### config.mk
export PLATFORM = sky130hd
export DESIGN_NAME = pet_entry_unit
export DESIGN_NICKNAME = d
export VERILOG_FILES = /design/src/pet_pkg.sv /design/src/pet_entry_unit.sv
export SDC_FILE = /design/constraint.sdc
export NUM_CORES = 1
export LEC_CHECK = 0
export BUFFER_PORTS_ARGS = -buffer_cell sky130_fd_sc_hd__clkbuf_2
export CAP_MARGIN = 30
export CORE_ASPECT_RATIO = 1.25
export CORE_UTILIZATION = 35
export DETAILED_ROUTE_END_ITERATION = 10
export SLEW_MARGIN = 20
export SYNTH_ARGS = -nofsm -noshare
export SYNTH_HDL_FRONTEND = slang
export SYNTH_SLANG_ARGS = --single-unit
### constraint.sdc
create_clock -name clk_i -period 1.9 [get_ports clk_i]
set_input_delay 0.19 -clock clk_i [delete_from_list [all_inputs] [get_ports clk_i]]
set_output_delay 0.19 -clock clk_i [all_outputs]
set_load 0.05 [all_outputs]
### src/pet_pkg.sv
// Package for the program, external, float-unavailable and trace entry unit
package pet_pkg;
  // Machine state and state save bit positions (bit 0 is the most significant, big-endian)
  localparam int MS_EE = 16;
  localparam int MS_PR = 17;
  localparam int MS_FP = 18;
  localparam int MS_ME = 19;
  localparam int MS_FE = 20;
  localparam int MS_SE = 21;
  localparam int MS_BE = 22;
  localparam int MS_B23 = 23;
  localparam int MS_AL = 24;
  localparam int MS_IP = 25;
  localparam int MS_IR = 26;
  localparam int MS_DR = 27;
  localparam int MS_PM = 29;
  localparam int SS_FPE = 11;
  localparam int SS_INV = 12;
  localparam int SS_PRV = 13;
  localparam int SS_TRP = 14;

  // Vector offsets and bases
  localparam logic [31:0] VEC_PROGRAM = 32'h0000_0700;
  localparam logic [31:0] VEC_EXTERNAL = 32'h0000_0500;
  localparam logic [31:0] VEC_FPUNAVAIL = 32'h0000_0800;
  localparam logic [31:0] VEC_TRACE = 32'h0000_0A00;
  localparam logic [31:0] VEC_BASE_LOW = 32'h0000_0000;
  localparam logic [31:0] VEC_BASE_HIGH = 32'hFFF0_0000;

  // Register indices and reset values
  localparam logic [1:0] REG_RET_ADDR = 2'h0;
  localparam logic [1:0] REG_STATE_SAVE = 2'h1;
  localparam logic [1:0] REG_MACHINE = 2'h2;
  localparam logic [1:0] REG_FLOAT_STAT = 2'h3;
  localparam logic [31:0] MS_RESET = 32'h0000_0000;
  localparam logic [31:0] ZERO32 = 32'h0000_0000;
  localparam logic [15:0] ZERO16 = 16'h0000;

  // Instruction completing in the pipeline this cycle
  typedef struct packed {
    logic valid;
    logic [31:0] addr;
    logic [31:0] next_addr;
    logic undefined_op;
    logic privileged;
    logic float_op;
    logic float_enabled_exc;
    logic float_stat_sets_exc;
    logic trap_taken;
  } pet_instr_t;

  typedef struct packed {
    logic [1:0] addr;
    logic [31:0] wdata;
    logic wr;
    logic rd;
  } pet_bus_t;

  typedef enum logic [2:0] {
    ENT_NONE, ENT_PROGRAM, ENT_EXTERNAL, ENT_FPUNAVAIL, ENT_TRACE
  } pet_entry_t;

  // Big-endian bit index to little-endian vector position
  function automatic int be(input int b);
    return 31 - b;
  endfunction : be
endpackage : pet_pkg

### src/pet_entry_unit.sv
// Interrupt entry unit: program, external, float-unavailable, trace
// ----------------------------------------------------------------------
// Summary of operation
// RULE1 - Float-enabled program interrupt when exception enable and summary both set.
// RULE2 - Summary set by enabled float exception or status write setting flag+enable.
// RULE3 - Undefined opcode or opcode pairing raises invalid-operation program interrupt.
// RULE4 - Privileged instruction in user mode raises privileged program interrupt.
// RULE5 - Trap instruction with a true condition raises trap program interrupt.
// RULE6 - Program interrupt saves faulting instruction address as return address.
// RULE7 - Program cause lands in state save bits 11-14; bits 0-10,15 cleared.
// RULE8 - State save lower half copies machine state; others clear upper half.
// RULE9 - Entry clears enable, mode, relocate bits; keeps machine-check and prefix.
// RULE10 - Program entry vectors to offset 0x700 from prefix-selected base.
// RULE11 - Setting enable with summary pending interrupts, saving next address.
// RULE12 - External interrupt taken only while request present and enable set.
// RULE13 - External entry saves address that would have executed next.
// RULE14 - External entry vectors to offset 0x500 from prefix-selected base.
// RULE15 - Float instruction with float unavailable raises float-unavailable interrupt.
// RULE16 - Float-unavailable entry saves faulting float instruction address.
// RULE17 - Float-unavailable entry vectors to offset 0x800.
// RULE18 - Trace interrupt after each instruction completing without other interrupt.
// RULE19 - Trace entry saves next sequential or taken branch target address.
// RULE20 - Trace entry also clears single-step, branch-trace, bit 23, monitor mark.
// RULE21 - Trace entry vectors to offset 0xA00.
// RULE22 - Trace only while single-step or branch-trace enable is set.
// RULE23 - Only one program cause recorded per entry.
// ----------------------------------------------------------------------
module pet_entry_unit (
  input wire logic clk_i,
  input wire logic rst_i,
  input wire logic ce_i,
  input wire pet_pkg::pet_instr_t instr_i,
  input wire logic ext_req_i,
  input wire pet_pkg::pet_bus_t bus_i,
  output logic [31:0] rdata_o,
  output logic take_o,
  output logic [31:0] vector_o,
  output logic [31:0] machine_state_o
);
  import pet_pkg::*;

  logic [31:0] return_address_save_reg;
  logic [31:0] interrupt_state_save_reg;
  logic [31:0] machine_state_word_reg;
  logic [31:0] float_status_control_reg;
  logic [31:0] machine_state_next;
  logic [31:0] fsc_next;
  logic [31:0] ret_next;
  logic [31:0] save_next;
  logic [31:0] vec_off;
  pet_entry_t entry;
  logic fex_now;
  logic prog_fpe;
  logic prog_inv;
  logic prog_prv;
  logic prog_trp;
  logic prog_late;
  logic ms_write;

  // Register write strobe aimed at one register index
  function automatic logic bus_hit(input pet_bus_t b, input logic [1:0] a);
    return b.wr && (b.addr == a);
  endfunction : bus_hit

  // ----------------------------------------------------------------------
  // Cause detection
  // ----------------------------------------------------------------------
  assign ms_write = bus_hit(bus_i, REG_MACHINE);
  // Summary raised by the completing instruction counts at once
  assign fex_now = float_status_control_reg[be(0)]
                   || (instr_i.valid && (instr_i.float_enabled_exc
                   || instr_i.float_stat_sets_exc)); // [RULE1] [RULE2]

  always_comb begin
    prog_inv = instr_i.valid && instr_i.undefined_op; // [RULE3]
    prog_prv = instr_i.valid && instr_i.privileged
               && machine_state_word_reg[be(MS_PR)]; // [RULE4]
    prog_trp = instr_i.valid && instr_i.trap_taken; // [RULE5]
    prog_fpe = machine_state_word_reg[be(MS_FE)] && fex_now; // [RULE1]
    // Pending summary exposed by a state write that left enable set
    prog_late = 1'b0;
    entry = ENT_NONE;
    if (prog_fpe || prog_inv || prog_prv || prog_trp) begin
      entry = ENT_PROGRAM;
      prog_late = prog_fpe && !prog_inv && !prog_prv && !prog_trp
                  && !instr_i.valid; // [RULE11]
    end else if (instr_i.valid && instr_i.float_op
                 && !machine_state_word_reg[be(MS_FP)]) begin
      entry = ENT_FPUNAVAIL; // [RULE15]
    end else if (ext_req_i && machine_state_word_reg[be(MS_EE)]) begin
      entry = ENT_EXTERNAL; // [RULE12]
    end else if (instr_i.valid && (machine_state_word_reg[be(MS_SE)]
                 || machine_state_word_reg[be(MS_BE)])) begin
      entry = ENT_TRACE; // [RULE18] [RULE22]
    end
  end

  // ----------------------------------------------------------------------
  // Saved state and vector selection
  // ----------------------------------------------------------------------
  always_comb begin
    ret_next = return_address_save_reg;
    save_next = interrupt_state_save_reg;
    vec_off = VEC_PROGRAM;
    machine_state_next = machine_state_word_reg;
    if (entry != ENT_NONE) begin
      save_next = {ZERO16, machine_state_word_reg[15:0]}; // [RULE8]
      machine_state_next[be(MS_EE)] = 1'b0; // [RULE9]
      machine_state_next[be(MS_PR)] = 1'b0;
      machine_state_next[be(MS_FP)] = 1'b0;
      machine_state_next[be(MS_FE)] = 1'b0;
      machine_state_next[be(MS_AL)] = 1'b0;
      machine_state_next[be(MS_IR)] = 1'b0;
      machine_state_next[be(MS_DR)] = 1'b0;
    end
    case (entry)
      ENT_PROGRAM: begin
        ret_next = prog_late ? return_address_save_reg : instr_i.addr; // [RULE6]
        if (prog_late) begin
          ret_next = instr_i.next_addr; // [RULE11]
        end
        // Priority encode so one cause bit is set
        if (prog_inv) begin
          save_next[be(SS_INV)] = 1'b1; // [RULE7] [RULE23]
        end else if (prog_prv) begin
          save_next[be(SS_PRV)] = 1'b1; // [RULE7] [RULE23]
        end else if (prog_trp) begin
          save_next[be(SS_TRP)] = 1'b1; // [RULE7] [RULE23]
        end else begin
          save_next[be(SS_FPE)] = 1'b1; // [RULE7] [RULE23]
        end
        vec_off = VEC_PROGRAM; // [RULE10]
      end
      ENT_EXTERNAL: begin
        ret_next = instr_i.valid ? instr_i.next_addr : instr_i.addr; // [RULE13]
        vec_off = VEC_EXTERNAL; // [RULE14]
      end
      ENT_FPUNAVAIL: begin
        ret_next = instr_i.addr; // [RULE16]
        vec_off = VEC_FPUNAVAIL; // [RULE17]
      end
      ENT_TRACE: begin
        ret_next = instr_i.next_addr; // [RULE19]
        machine_state_next[be(MS_SE)] = 1'b0; // [RULE20]
        machine_state_next[be(MS_BE)] = 1'b0;
        machine_state_next[be(MS_B23)] = 1'b0;
        machine_state_next[be(MS_PM)] = 1'b0;
        vec_off = VEC_TRACE; // [RULE21]
      end
      default: begin
        if (ms_write) begin
          machine_state_next = bus_i.wdata;
        end
      end
    endcase
  end

  // Summary bit follows float exceptions and status writes
  always_comb begin
    fsc_next = float_status_control_reg;
    if (bus_hit(bus_i, REG_FLOAT_STAT)) begin
      fsc_next = bus_i.wdata;
    end
    if (instr_i.valid && (instr_i.float_enabled_exc
        || instr_i.float_stat_sets_exc)) begin
      fsc_next[be(0)] = 1'b1; // [RULE2]
    end
  end

  // ----------------------------------------------------------------------
  // State registers
  // ----------------------------------------------------------------------
  always_ff @(posedge clk_i) begin
    if (rst_i) begin
      machine_state_word_reg <= MS_RESET;
    end else if (ce_i) begin
      machine_state_word_reg <= machine_state_next;
    end
  end

  always_ff @(posedge clk_i) begin
    if (rst_i) begin
      float_status_control_reg <= ZERO32;
    end else if (ce_i) begin
      float_status_control_reg <= fsc_next;
    end
  end

  always_ff @(posedge clk_i) begin
    if (rst_i) begin
      return_address_save_reg <= ZERO32;
      interrupt_state_save_reg <= ZERO32;
    end else if (ce_i) begin
      if (entry != ENT_NONE) begin
        return_address_save_reg <= ret_next;
        interrupt_state_save_reg <= save_next;
      end else if (bus_hit(bus_i, REG_RET_ADDR)) begin
        return_address_save_reg <= bus_i.wdata;
      end else if (bus_hit(bus_i, REG_STATE_SAVE)) begin
        interrupt_state_save_reg <= bus_i.wdata;
      end
    end
  end

  // ----------------------------------------------------------------------
  // Outputs
  // ----------------------------------------------------------------------
  always_ff @(posedge clk_i) begin
    if (rst_i) begin
      take_o <= 1'b0;
      vector_o <= ZERO32;
    end else if (ce_i) begin
      take_o <= (entry != ENT_NONE);
      vector_o <= (machine_state_word_reg[be(MS_IP)] ? VEC_BASE_HIGH
                   : VEC_BASE_LOW) | vec_off; // [RULE10]
    end
  end

  always_ff @(posedge clk_i) begin
    if (rst_i) begin
      machine_state_o <= MS_RESET;
    end else if (ce_i) begin
      machine_state_o <= machine_state_next;
    end
  end

  always_ff @(posedge clk_i) begin
    if (rst_i) begin
      rdata_o <= ZERO32;
    end else if (ce_i) begin
      rdata_o <= ZERO32;
      if (bus_i.rd) begin
        case (bus_i.addr)
          REG_RET_ADDR: rdata_o <= return_address_save_reg;
          REG_STATE_SAVE: rdata_o <= interrupt_state_save_reg;
          REG_MACHINE: rdata_o <= machine_state_word_reg;
          REG_FLOAT_STAT: rdata_o <= float_status_control_reg;
          default: rdata_o <= ZERO32;
        endcase
      end
    end
  end
endmodule : pet_entry_unit

==> key figures <==
Outcome
  • Status: finished with violations
  • Failing checks: negative setup slack

Clock network
  • Max Root-Sink Buffers: 2
  • Root Buffer: clkbuf_16
  • H-tree levels: 4
  • Worst skew pair latency: 440 ps
  • CTS Buf Count: 17
  • TritonCTS clock tree: built
  • Worst-path clk slew: 70 ps
  • Sink Count: 165

STA
  • Min Tclk post-route: 1946 ps
  • Final Max Slew Viols: 0
  • Final Hold Viols: 0
  • Tcrit/Tclk final: 1.024
  • Endpoints failing setup: 12
  • Post-Route Skew: 10.70 ps
  • RSZ-0062 raised after global routing: true
  • Post-route setup TNS: -242.0 ps
  • Fmax: 0.5139 GHz
  • Crit path setup slack, layout: -46.01 ps

Placed design
  • Post-placement cell count: 1539
  • GP Congestion: 0.8883
  • Final HPWL DP: 21400 um
  • Area after DPL: 10460 um^2
  • IO Port Bufs: 191

Pwr
  • Static leakage: 4.522 nW
  • Sw Share: 0.3148
  • Flop pwr share: 0.414
  • Peak supply drop: 0.6150 mV
  • Power per cell area: 762.3 nW/um^2
  • Power Total: 8.877 mW
  • Combinational power share: 0.200
  • Power Internal: 6.082 mW
  • Clk pwr share: 0.386
  • Sw Pwr: 2.795 mW

Floorplan
  • # IOs: 208
  • Cell Rows: 63
  • Area of the die: 24950 um^2
  • Core region area: 23810 um^2
  • Initial Utilization: 0.3576
  • Chip height: 176.4 um
  • Die width: 141.5 um

Yosys
  • Top-area cell type share of the netlist area: 0.3881
  • Dominant cell type by area after synthesis: dfxtp_1
  • Syn. warnings: 0
  • Cell variety after synth: 52
  • FFs w/ async S/R, synth: 0
  • Sequential fraction of the synthesis area: 0.3881
  • Synth cell count leaders: nand2_1 (182), dfxtp_1 (165), a21oi_1 (132), nor2_1 (105), clkbuf_1 (68)
  • EDFF count, synth: 0
  • Synth area leaders: dfxtp_1 (39%), mux4_2 (8.5%), nand2_1 (8.0%), a21oi_1 (7.8%), nor2_1 (4.6%)
  • Synth Register Bits: 165
  • Top_reg_cell synth: dfxtp_1
  • Synth Instances: 1032
  • Count leader, synth: nand2_1
  • Mapped cell area: 8512 um^2
  • Syn_area_per_cell: 8.248 um^2

Setup path
  • Crit Path Max Fanout: 5
  • CP top delay family: compound AO/OA/AOI/OAI gates
  • Crit-path slowest cell: dfxtp_2
  • Most common cell on crit path: buf_4
  • CP startpoint kind: flip-flop
  • Crit path kind: reg2reg
  • CP Data Required Time: 2220 ps
  • CP Capture Type: flip-flop
  • Crit-path max cell delay: 360 ps
  • Arr. time, crit path: 2270 ps
  • Critical path cell sequence: a211oi_2 -> buf_4 -> o211ai_4 -> nor2_4 -> buf_12 -> buf_4 -> a2111oi_2 -> buf_4 -> nor3_2
  • Buf+Inv Stages, Crit Path: 4

Global routing
  • First-pass GRT wire length: 47620 um
  • Antenna violations before repair: 2
  • Largest net degree at the start of global routing: 62
  • Vias in the first global route: 8459
  • Congestion Overflow GR: 0
  • Total track usage: 0.2492

Detailed routing
  • Final WL: 31510 um
  • DR DRC count: 0
  • Post-DRT Antenna Nets: 0
  • Wire per inst: 19.83 um
  • DR iter-0 viols: 798
  • Vias post-DR: 8838
  • Vias per cell: 5.562
  • Drt first pass iters: 5

Final layout
  • Final cell count without fillers: 1589
  • Fin util: 0.4892
  • Layout cells sized above 1: 0.3785
  • Syn-to-layout area delta: 36.81%
  • Nets: 1361
  • Design Area, Final: 11640 um^2

Min path
  • HP Class: in2reg

Flow run
  • MaxCap Viol Count: 0
==> cell usage in the layout, fill, tap and decap left out, types with 13 or more instances in the layout <==
cell type	count
nor3_1	25
a22oi_1	13
buf_12	22
a21oi_2	18
nor2_2	16
clkbuf_2	189
mux4_2	32
nand4_1	29
a211oi_2	22
buf_4	76
a21oi_1	114
buf_6	16
clkbuf_16	21
a2111oi_2	13
nor2b_1	33
a211oi_1	28
nor2_1	90
o21ai_1	14
conb_1	16
dfxtp_1	159
nand2_1	181
o21ai_0	21
==> stage by stage <==
step,hold WS (ps),setup WS (ps)
after floorplan,322.6,-88.12
after global placement,438.7,-176.9
after detailed placement,444.7,-182.4
after CTS,6.072,-26.92
after global routing,31.03,-135.4
final,33.47,-46.01
==> path summary, 6_finish.rpt <==
path                               startpoint  slack [ps]  depth (start not counted)                      endpoint
setup reg to reg          machine_state_o[14]         -50                          9   return_address_save_reg[23]
hold reg to reg   float_status_control_reg[7]         450                          2   float_status_control_reg[7]
setup / recovery          machine_state_o[14]         -50                          9   return_address_save_reg[23]
hold / removal                      bus_i[31]          30                          3  float_status_control_reg[29]
==> cell families (layout without fill, tap and decap cells) <==
family	after synthesis	in the layout	share of synthesized area
other	1	17	0.0004406
muxes	39	39	0.09290
and+or+nand+nor	409	409	0.2152
AOI/OAI and AO/OA	289	289	0.2264
DFF	165	165	0.3881
buffers and inverters	129	345	0.07702
==> cell type report <==
class / instances / area (um^2)
antenna: 1 / 2.502
inverter: 1 / 3.754
clock buffer: 17 / 425.4
multi-input combinational: 753 / 5036
tap: 325 / 406.6
fill: 2338 / 12160
timing repair buffer: 312 / 2295
clock inverter: 15 / 160.2
sequential: 165 / 3316
==> worst register-to-register path, stage by stage, from the launching register on <==
cell,delay [ps]
dfxtp_2,360
a211oi_2,70
buf_4,160
o211ai_4,270
nor2_4,140
buf_12,170
buf_4,130
a2111oi_2,350
buf_4,170
nor3_2,30
==> layer usage <==
metal / global-route usage / part of all wire / vias up
li1: - / - / 4105
met1: 0.3170 / 0.41 / 4256
met2: 0.4214 / 0.49 / 405
met3: 0.04502 / 0.071 / 70
met4: 0.08961 / 0.033 / 2
met5: 0 / 0.00041 / -
==> repair_timing <==
action / in CTS / in global routing
gates resized for setup: 19 / 82
cloned: 0 / 5
pin swaps: 4 / 18
buffers inserted: 4 / 9
setup endpoints to repair: 63 / 76
hold buffers: 0 / 0
==> power by group through the flow <==
stage,logic (mW),registers (mW),clock network (mW)
3_5_place_dp,1.53,3.76,0
4_1_cts,1.57,3.68,3.47
6_report,1.77,3.68,3.42
2_1_floorplan,0.860,3.82,0
3_3_place_gp,1.53,3.75,0
5_1_grt,1.88,3.69,3.63
(Power assumes the default switching activity.)
